## src/logic/pls_pkg.sv

```systemverilog
package pls_pkg;
    // Avalon-MM byte addresses of the register words.
    localparam logic [4:0] PLS_CTRL_ADDR   = 5'h00;
    localparam logic [4:0] PLS_STATUS_ADDR = 5'h04;
    localparam logic [4:0] PLS_CELL_ADDR   = 5'h08;
    localparam logic [4:0] PLS_PROG_ADDR   = 5'h0c;
    localparam logic [4:0] PLS_PCNT_ADDR   = 5'h10;
    // CTRL fields.
    localparam int PLS_CTRL_GNET_LSB  = 0;
    localparam int PLS_CTRL_PROBE_BIT = 4;
    localparam int PLS_CTRL_SEL_LSB   = 8;
    // STATUS fields.
    localparam int PLS_ST_RUN_BIT  = 0;
    localparam int PLS_ST_REJ_BIT  = 1;
    localparam int PLS_ST_LOCK_BIT = 2;
    localparam int PLS_ST_PDEF_BIT = 3;
    localparam int PLS_ST_DEAD_BIT = 4;
    // Reset values.
    localparam logic [15:0] PLS_CTRL_RST = 16'h0000;
    localparam logic [3:0]  PLS_CELL_RST = 4'h0;
    // Number of global networks and demonstration fabric cells.
    localparam int PLS_NETS = 4;
    // Boundary-scan codes at or above this value are programming instructions.
    localparam logic [3:0] PLS_TAP_PRIV_FIRST = 4'h8;
    // Power-up initialisation pulse on the global lines.
    localparam int CLK_MHZ      = 25;
    localparam int INIT_NS      = 200;
    localparam int INIT_CYCLES  = (INIT_NS * CLK_MHZ + 999) / 1000;
    localparam logic [3:0] INIT_LAST = 4'(INIT_CYCLES - 1);

    typedef enum logic [0:0] {ST_INIT, ST_RUN} pls_state_t;
endpackage : pls_pkg

```

## src/logic/pls_top.sv

```systemverilog
module pls_top
    import pls_pkg::*;
(
    // Clock and reset
    input  wire logic        clk_i,
    input  wire logic        rst_i,
    // Fuses, static
    input  wire logic        preset_default_option_i,
    input  wire logic        security_lock_fuse_i,
    // Tamper sense from the fuse mesh, asynchronous
    input  wire logic        tamper_i,
    // Avalon-MM slave
    input  wire logic [4:0]  avs_address_i,
    input  wire logic        avs_read_i,
    input  wire logic        avs_write_i,
    input  wire logic [31:0] avs_writedata_i,
    output logic      [31:0] avs_readdata_o,
    output logic             avs_waitrequest_o,
    // Boundary-scan instruction port, same clock
    input  wire logic        tap_valid_i,
    input  wire logic [3:0]  tap_instr_i,
    output logic             tap_exec_o,
    output logic             tap_reject_o,
    // Local controls of the fabric cells
    input  wire logic [3:0]  local_clear_i,
    input  wire logic [3:0]  local_preset_i,
    // Global lines, networks, cells and probes
    output logic             global_clear_line_o,
    output logic             global_preset_line_o,
    output logic [3:0]       global_net_o,
    output logic [3:0]       cell_q_o,
    output logic [3:0]       probe_o
);

    pls_state_t  state_r, state_nxt;
    logic [3:0]  init_cnt_r, init_cnt_nxt;
    logic        global_clear_line_r, global_clear_line_nxt;
    logic        gpst_r, gpst_nxt;
    logic        pdef_r, lock_r;
    logic [2:0]  tamp_sync_r;
    logic        dead_r, dead_nxt;
    logic [15:0] ctrl_r, ctrl_nxt;
    logic [3:0]  cdata_r, cdata_nxt;
    logic [3:0]  cell_r, cell_nxt;
    logic [3:0]  probe_r, probe_nxt;
    logic        rej_r, rej_nxt;
    logic [31:0] prog_r, prog_nxt;
    logic [15:0] pcnt_r, pcnt_nxt;
    logic        ack_r, ack_nxt;
    logic [31:0] rdata_r, rdata_nxt;
    logic        exec_r, exec_nxt;
    logic        trej_r, trej_nxt;
    logic        req, wr_go;
    logic        closed;
    logic        tap_priv;

    // The fuses are caught once at reset; they cannot change afterwards.
    always_ff @(posedge clk_i) begin
        if (rst_i) begin
            pdef_r <= preset_default_option_i;
            lock_r <= security_lock_fuse_i;
        end
    end

    // The tamper sense comes from outside the clock domain.
    always_ff @(posedge clk_i) begin
        if (rst_i) begin
            tamp_sync_r <= 3'h0;
        end else begin
            tamp_sync_r <= {tamp_sync_r[1:0], tamper_i};
        end
    end

    // Power-up sequencing of the global lines.
    always_comb begin
        state_nxt    = state_r;
        init_cnt_nxt = init_cnt_r;
        global_clear_line_nxt     = 1'b1;
        gpst_nxt     = 1'b1;
        case (state_r)
            ST_INIT: begin
                global_clear_line_nxt = pdef_r;
                gpst_nxt = ~pdef_r;
                // The lines stay asserted through the last count, so the pulse spans the full init length.
                if (init_cnt_r == INIT_LAST) begin
                    state_nxt = ST_RUN;
                end else begin
                    init_cnt_nxt = init_cnt_r + 4'h1;
                end
            end
            ST_RUN: begin
                global_clear_line_nxt = 1'b1;
                gpst_nxt = 1'b1;
            end
            default: state_nxt = ST_INIT;
        endcase
    end

    always_ff @(posedge clk_i) begin
        if (rst_i) begin
            state_r    <= ST_INIT;
            init_cnt_r <= 4'h0;
            global_clear_line_r     <= 1'b1;
            gpst_r     <= 1'b1;
        end else begin
            state_r    <= state_nxt;
            init_cnt_r <= init_cnt_nxt;
            global_clear_line_r     <= global_clear_line_nxt;
            gpst_r     <= gpst_nxt;
        end
    end

    // Fabric cells: each takes its enable from the global network that CTRL selects.
    generate
        for (genvar i = 0; i < PLS_NETS; i++) begin : g_cell
            logic [1:0] sel;
            assign sel = ctrl_r[PLS_CTRL_SEL_LSB + 2 * i +: 2];
            always_comb begin
                if (local_clear_i[i]) begin
                    cell_nxt[i] = 1'b0;
                end else if (local_preset_i[i]) begin
                    cell_nxt[i] = 1'b1;
                end else if (!global_clear_line_r) begin
                    cell_nxt[i] = 1'b0;
                end else if (!gpst_r) begin
                    cell_nxt[i] = 1'b1;
                end else if (ctrl_r[PLS_CTRL_GNET_LSB + sel]) begin
                    cell_nxt[i] = cdata_r[i];
                end else begin
                    cell_nxt[i] = cell_r[i];
                end
            end
        end
    endgenerate

    // Bus, probe, programming and boundary-scan logic.
    assign req      = avs_read_i | avs_write_i;
    // A write lands on the edge at which the master sees waitrequest low.
    assign wr_go    = avs_write_i & ack_r;
    assign closed   = lock_r | dead_r;
    assign tap_priv = tap_instr_i >= PLS_TAP_PRIV_FIRST;

    always_comb begin
        ack_nxt   = req & ~ack_r;
        rdata_nxt = rdata_r;
        ctrl_nxt  = ctrl_r;
        cdata_nxt = cdata_r;
        prog_nxt  = prog_r;
        pcnt_nxt  = pcnt_r;
        rej_nxt   = rej_r;
        dead_nxt  = dead_r | (tamp_sync_r[2] & tamp_sync_r[1]);
        exec_nxt  = 1'b0;
        trej_nxt  = 1'b0;
        if (avs_read_i && !ack_r) begin
            rdata_nxt = 32'h0000_0000;
            if (dead_r) begin
                rdata_nxt = {27'h0, 1'b1, 4'h0};
            end else if (avs_address_i == PLS_CTRL_ADDR) begin
                rdata_nxt = {16'h0, ctrl_r};
            end else if (avs_address_i == PLS_STATUS_ADDR) begin
                rdata_nxt = {27'h0, dead_r, pdef_r, lock_r, rej_r, state_r == ST_RUN};
            end else if (avs_address_i == PLS_CELL_ADDR) begin
                rdata_nxt = {24'h0, cell_r, cdata_r};
            end else if (avs_address_i == PLS_PCNT_ADDR) begin
                rdata_nxt = {16'h0, pcnt_r};
            end
        end
        // Clearing the reject flag is done first so that a same-cycle reject wins.
        if (wr_go && !dead_r) begin
            if (avs_address_i == PLS_CTRL_ADDR) begin
                ctrl_nxt = avs_writedata_i[15:0];
            end else if (avs_address_i == PLS_STATUS_ADDR) begin
                if (avs_writedata_i[PLS_ST_REJ_BIT]) begin
                    rej_nxt = 1'b0;
                end
            end else if (avs_address_i == PLS_CELL_ADDR) begin
                cdata_nxt = avs_writedata_i[3:0];
            end
        end
        if (wr_go && avs_address_i == PLS_PROG_ADDR) begin
            if (closed) begin
                rej_nxt = 1'b1;
            end else begin
                prog_nxt = avs_writedata_i;
                pcnt_nxt = pcnt_r + 16'h0001;
            end
        end
        if (tap_valid_i) begin
            if (dead_r || (lock_r && tap_priv)) begin
                trej_nxt = 1'b1;
                rej_nxt  = 1'b1;
            end else begin
                exec_nxt = 1'b1;
            end
        end
        // Probing shows cell states only while the part is open.
        probe_nxt = (ctrl_r[PLS_CTRL_PROBE_BIT] && !closed) ? cell_r : 4'h0;
    end

    always_ff @(posedge clk_i) begin
        if (rst_i) begin
            ack_r   <= 1'b0;
            rdata_r <= 32'h0000_0000;
            ctrl_r  <= PLS_CTRL_RST;
            cdata_r <= PLS_CELL_RST;
            cell_r  <= PLS_CELL_RST;
            prog_r  <= 32'h0000_0000;
            pcnt_r  <= 16'h0000;
            rej_r   <= 1'b0;
            dead_r  <= 1'b0;
            probe_r <= 4'h0;
            exec_r  <= 1'b0;
            trej_r  <= 1'b0;
        end else begin
            ack_r   <= ack_nxt;
            rdata_r <= rdata_nxt;
            ctrl_r  <= ctrl_nxt;
            cdata_r <= cdata_nxt;
            cell_r  <= cell_nxt;
            prog_r  <= prog_nxt;
            pcnt_r  <= pcnt_nxt;
            rej_r   <= rej_nxt;
            dead_r  <= dead_nxt;
            probe_r <= probe_nxt;
            exec_r  <= exec_nxt;
            trej_r  <= trej_nxt;
        end
    end

    assign avs_waitrequest_o    = req & ~ack_r;
    assign avs_readdata_o       = rdata_r;
    assign global_clear_line_o  = global_clear_line_r;
    assign global_preset_line_o = gpst_r;
    assign global_net_o         = ctrl_r[PLS_CTRL_GNET_LSB +: PLS_NETS];
    assign cell_q_o             = cell_r;
    assign probe_o              = probe_r;
    assign tap_exec_o           = exec_r;
    assign tap_reject_o         = trej_r;
endmodule : pls_top

```

## config.mk

```make
export PLATFORM = sky130hd
export DESIGN_NAME = pls_top
export DESIGN_NICKNAME = d
export VERILOG_FILES = /design/src/logic/pls_pkg.sv /design/src/logic/pls_top.sv
export SDC_FILE = /design/constraint.sdc
export NUM_CORES = 1
export LEC_CHECK = 0
export BUFFER_PORTS_ARGS = -buffer_cell sky130_fd_sc_hd__buf_2
export CORE_AREA = 2 2 113 115
export DETAILED_ROUTE_END_ITERATION = 10
export DIE_AREA = 0 0 115 117
export PLACE_DENSITY_LB_ADDON = 0.12
export SETUP_SLACK_MARGIN = 0.05
export SLEW_MARGIN = 20
export SYNTH_ARGS = -nofsm -noshare
export SYNTH_HDL_FRONTEND = slang
export SYNTH_SLANG_ARGS = --single-unit
```

## constraint.sdc

```tcl
create_clock -name clk_i -period 3.4 [get_ports clk_i]
set_input_delay 0.17 -clock clk_i [delete_from_list [all_inputs] [get_ports clk_i]]
set_output_delay 0.17 -clock clk_i [all_outputs]
set_load 0.05 [all_outputs]
```

# ---- After elaboration in Yosys (flattened, before gate mapping)
# Cells that the tools add are included.
dict set report word_totals {
  reg_bits 93
  output_inout_bits 49
  elab_cells 115
}
dict set report op_classes {
  n_addsub 2
  order_cmp 5
  n_eq_ne 9
  mux 43
  bitwise_logic 15
  reduce_logical 20
}
# op n
set op_table {}
lappend op_table {{$mux W16} 5}
lappend op_table {{$mux W1} 32}
lappend op_table {{$lt A2 B5 Y1 const B} 4}
lappend op_table {{$add A16 B1 Y16 const B} 1}
lappend op_table {{$ne A4 B3 Y1 const B} 4}
lappend op_table {{$reduce_or A2 Y1} 6}
lappend op_table {{$eq A5 B4 Y1 const B} 2}
lappend op_table {{$not A1 Y1} 9}
lappend op_table {{$bmux W1 S2} 4}
lappend op_table {{$reduce_and A2 Y1} 3}
lappend op_table {{$eq A5 B3 Y1 const B} 1}
lappend op_table {{$eq A5 B5 Y1 const B} 1}
lappend op_table {{$logic_and A1 B1 Y1} 5}
lappend op_table {{$logic_not A5 Y1} 1}
lappend op_table {{$add A4 B1 Y4 const B} 1}
lappend op_table {{$eq A4 B3 Y1 const B} 1}
lappend op_table {{$ge A4 B4 Y1 const B} 1}
lappend op_table {{$pmux W1 S2} 2}
lappend op_table {{$reduce_and A4 Y1} 1}
lappend op_table {{$and A1 B1 Y1} 3}
lappend op_table {{$logic_not A1 Y1} 3}
lappend op_table {{$or A1 B1 Y1} 3}
lappend op_table {{$logic_or A1 B1 Y1} 1}

# ---- Logic depth before layout (Yosys ltp)
dict set report logic_depth {
  depth_word 8
  depth_mapped 6
  mapped_depth_nobuf 5
}

# ---- Worst setup path before layout
# Ideal clock, no wire load.
dict set report synth_timing {
  path_type {flip-flop to flip-flop}
  start {register pcnt_r[6]}
  end {register pcnt_r[13]}
  setup_time_ns 0.121
  arrival_ns 1.887
  setup_slack_ns 1.392
  stages_incl_launch_ff 6
  n_path_buf 1
  synth_period_minus_slack_ns 2.008
  cell_sequence {dfxtp_1 > or4bb_1 > or4_4 > buf_6 > nor4_1 > mux2_2}
}
dict set report synth_between {
  elab_chain_len 1
}
# item line_no
set synth_rtl {}
lappend synth_rtl {{start: declaration} pls_top.sv:48} ;# logic [15:0] pcnt_r, pcnt_nxt;
lappend synth_rtl {{start signal: assignment} pls_top.sv:221} ;# pcnt_r <= pcnt_nxt;
lappend synth_rtl {{$add A16 B1 Y16} pls_top.sv:185} ;# pcnt_nxt = pcnt_r + 16'h0001;
# Every way passes these cells.
# A chain may end at the register's enable or synchronous reset.

# ---- Worst setup path after layout
dict set report layout_timing {
  start {register lock_r}
  end {register pcnt_r[15]}
}
dict set report layout_between {
  elab_chain_len 3
}
# item line_no
set layout_rtl {}
lappend layout_rtl {{start: declaration} pls_top.sv:39} ;# logic pdef_r, lock_r;
lappend layout_rtl {{start signal: assignment} pls_top.sv:61} ;# lock_r <= security_lock_fuse_i;
lappend layout_rtl {{$or A1 B1 Y1} pls_top.sv:140} ;# assign closed = lock_r | dead_r;
lappend layout_rtl {{$not A1 Y1 (no source line)} n/a}
lappend layout_rtl {{$reduce_and A2 Y1 (no source line)} n/a}
# Every way passes these cells.

==> run summary <==
The flow ran to the end, and the final reports show no timing, DRC or antenna violations. The final hold violation count was 0. The count of buffering cells on the critical path with inverters included is 0. The latest clock arrival within the worst-skew pair is 0.34 ns.

The number of nets in the layout is ~500. The clock sink count came out at 77. The floorplan core area is between 0.01 and 0.015 mm².

The register area share after synthesis came out at 0.4365. The floorplan die width came out at approximately 120 µm. The via count came out at between 2,000 and 3,000.

The slowest stage of the critical path is the sky130_fd_sc_hd__or4_4 cell. Measured on the finished design, the core utilization comes to 0.3456. In the post-synthesis netlist, the cell with the most instances is sky130_fd_sc_hd__dfxtp_1. TritonCTS built the clock tree.

The number of clock buffers inserted by TritonCTS came out at 9. The worst register-to-register path begins at lock_r. The power per standard cell area is between 500 and 600 mW/mm². The all-layer global routing usage is 0.1522. After detailed routing, the average wire length per cell comes to around 16 µm. After layout, the worst setup slack is 1.173 ns. The number of max-capacitance violations reported is 0. The Yosys step of the flow raised 0 warnings. In this run, the number of DRC markers left after iteration 0 of detailed routing was between 150 and 200. The total wirelength of the detailed-routed design is approximately 9800 µm. The final-layout fill cell count is 1,284.

The post-route setup TNS came out at 0 ns. The floorplan has just over 40 rows. Clock-pin slew was measured on the worst setup and hold paths at approximately 0.060 ns. The maximum vdd ir drop is about 0.00018 V.

In the synthesized netlist, the cells that appear most often are 75 x sky130_fd_sc_hd__dfxtp_1, 50 x sky130_fd_sc_hd__nor2_1, 29 x sky130_fd_sc_hd__mux2i_1. The total chip power is approximately 2.2 mW. The type of the worst min-delay path is input port to register.

The biggest cell delay along the critical path is 0.62 ns. A synthesized cell averages 9.340 µm². The critical path launch point type is a register. In this run the tightest slew margin relative to its limit is 0.4771. In this run the deepest clock path goes through 2 buffers. The number of top-level pins came out at 106.

The kind of cell with the highest combined delay along the critical path is simple AND/OR/NAND/NOR gates. The layout overhead on the synthesized area is 18.96%. Data on the critical path is required at its endpoint by approximately 3.6 ns. The number of nets with antenna violations after routing is 0. Detailed placement ended at an HPWL of a little over 7000 µm. The maximum achievable frequency came out at around 450 MHz. The smallest clock period supported by the final layout is computed as 2.227 ns. The fraction of layout cells with a size suffix above 1 came out at 0.2210.

Setup repair after global routing left no endpoint under its margin. The area of the mapped netlist is ~0.0036 mm². The quantity of I/O buffers inserted on ports is 70. The aggregate global routing overflow is 0. For this run, design rule violations remaining after detail routing come to 0. For hold timing, the worst endpoint is pdef_r. For the final database, setup skew stands at roughly 0.006 ns. The worst setup path is captured at a register. The overall die area is 0.01346 mm². In this run the clock root is driven by a sky130_fd_sc_hd__clkbuf_16. The cell depth of the worst min-delay path is 1. The worst setup timing slack at the placement stage came out at roughly 1.2 ns. The initial utilization of the core area, before any placement, comes to 0.2905. The count of unique library cells instantiated by Yosys is 50. The static leakage came out at between 1.5 and 2 nW.

0 antenna diodes ended up in the layout. The number of instances in the synthesized netlist came out at ~380. Yosys mapped a number of flops with a built-in enable equal to 2. The floorplan die height came out at between 100 and 150 µm. The average vias per placed instance is ~4.8. The placer's final routability congestion estimate is roughly 0.77.

The area share of the largest cell type after synthesis came out at 0.4197. The top flip-flop cell by instance count after synthesis is sky130_fd_sc_hd__dfxtp_1. In this run the most critical hold path is launched from preset_default_option_i. The cell count of the worst reg-to-reg path is 4. Setup violations remaining at the end of the flow were counted as 0. The critical path goes through or2_1 > or4_4 > nor4_1 > mux2_2. The post-synthesis cell type with the largest combined area is sky130_fd_sc_hd__dfxtp_1. The async set-or-reset flop fraction in the synthesized netlist is 0.

The largest net degree at the start of global routing is between 50 and 60. The total number of H-tree levels is 3. The number of slew-limit violations in the final report is 0. The worst path arrival time is between 2 and 2.5 ns.

The first global-routing pass estimated ~15,000 µm of wire. The transition at the pin with the smallest max-transition slack came out at 0.7815 ns. Of all nets on the critical path, the largest fanout is 12.

The initial antenna violation count came out at 0. The endpoint identified for the worst register-to-register timing path is pcnt_r[15]. In this run the register-to-register setup slack is 1.17 ns. The critical path is of the register to register type.

The length of the first detailed-routing pass in iterations is 4. By area the synthesized netlist is led by sky130_fd_sc_hd__dfxtp_1 42%, sky130_fd_sc_hd__mux2i_1 8.1%, sky130_fd_sc_hd__nor2_1 5.2%. The fraction of the cycle the final worst path needs is 0.6551.

The via count of the first global-routing pass is between 2,000 and 3,000. The register bit total from synthesis came out at slightly below 80.
[stage by stage]
step	instance area [µm²]	instances	hold WS [ns]
6_report	4255	598	0.01604
5_1_grt	4255	598	0.003714
4_1_cts	4255	598	0.004844
3_5_place_dp	3951	582	0.3483
3_3_place_gp	3951	582	0.3488
2_1_floorplan	3633	398	0.2611
[sequential cells by signal (all words and copies together) (netlist names)]
| signal | count |
|---|---|
| pcnt_r | 16 |
| init_cnt_r | 4 |
| pdef_r | 1 |
| ack_r | 1 |
| state_r | 1 |
| cdata_r | 4 |
| ctrl_r | 16 |
| rej_r | 1 |
| tap_exec_o | 1 |
| tap_reject_o | 1 |
| probe_o | 4 |
| lock_r | 1 |
| avs_readdata_o | 16 |
| global_preset_line_o | 1 |
| dead_r | 1 |
| tamp_sync_r | 3 |
| global_clear_line_o | 1 |
| cell_q_o | 4 |
[cells in the final DEF (no fill, tap or decap), types with 5 or more instances in the layout]
| cell type | netlist | layout |
|---|---|---|
| sky130_fd_sc_hd__mux2_2 | 6 | 6 |
| sky130_fd_sc_hd__dfxtp_1 | 75 | 75 |
| sky130_fd_sc_hd__o21ai_0 | 14 | 14 |
| sky130_fd_sc_hd__conb_1 | 1 | 16 |
| sky130_fd_sc_hd__clkbuf_16 | 0 | 9 |
| sky130_fd_sc_hd__mux2i_1 | 29 | 29 |
| sky130_fd_sc_hd__nor2b_1 | 15 | 15 |
| sky130_fd_sc_hd__nand3_1 | 10 | 10 |
| sky130_fd_sc_hd__inv_1 | 15 | 15 |
| sky130_fd_sc_hd__a221o_1 | 8 | 8 |
| sky130_fd_sc_hd__nor2_1 | 50 | 50 |
| sky130_fd_sc_hd__a31oi_1 | 5 | 5 |
| sky130_fd_sc_hd__nor3_1 | 8 | 8 |
| sky130_fd_sc_hd__xnor2_1 | 6 | 6 |
| sky130_fd_sc_hd__a21oi_1 | 10 | 10 |
| sky130_fd_sc_hd__buf_2 | 1 | 70 |
| sky130_fd_sc_hd__or4_1 | 6 | 6 |
| sky130_fd_sc_hd__nand2_1 | 18 | 18 |
| sky130_fd_sc_hd__and2_1 | 13 | 13 |
| sky130_fd_sc_hd__nor4_1 | 6 | 6 |
[how the worst max path moves through the flow]
stage,endpoint,cells after the start,startpoint
2_1_floorplan,pcnt_r[13],5,pcnt_r[6]
3_3_place_gp,pcnt_r[15],4,lock_r
3_5_place_dp,pcnt_r[15],4,lock_r
4_1_cts,pcnt_r[15],4,lock_r
5_1_grt,pcnt_r[15],4,lock_r
6_report,pcnt_r[15],4,lock_r
[kinds of logic (layout without fill, tap and decap cells)]
group                      count (synthesis)  count (layout)  share of synthesized area
xor gates and xnor gates                   6               6                    0.01469
DFF                                       77              77                     0.4365
and+or+nand+nor                          147             147                     0.2165
adders and majority gates                  3               3                    0.01049
buffers and inverters                     53             103                    0.08149
muxes                                     39              39                     0.1252
AOI/OAI and AO/OA                         57              57                     0.1140
other                                      1              16                   0.001048
[metal layers]
layer	routed length [µm]	GRT usage
met5	0	0
met4	150	0.05542
met3	425	0.03296
met2	4518	0.2475
met1	4659	0.2001
[layout make-up]
class	instances	area, µm²	share of cell area
Clock inverter	1	30.03	0.007057
Clock buffer	14	264.0	0.06204
Timing Repair Buffer	73	375.4	0.08821
Sequential cell	77	1562	0.3670
Inverter	15	56.30	0.01323
Multi-Input combinational cell	268	1780	0.4184
Tap cell	150	187.7	0.04410
[repair_timing]
item                                   4_1_cts  5_1_grt
endpoints found under the hold margin        1        0
gates resized for setup                      0        0
hold buffers                                 1        0
setup buffers                                0        0
[power by group]
group	total, mW	switching, mW	internal (mW)
logic	0.234	0.162	0.0724
clock network	0.967	0.362	0.606
registers	0.972	0.0359	0.937
(Power assumes the default switching activity.)
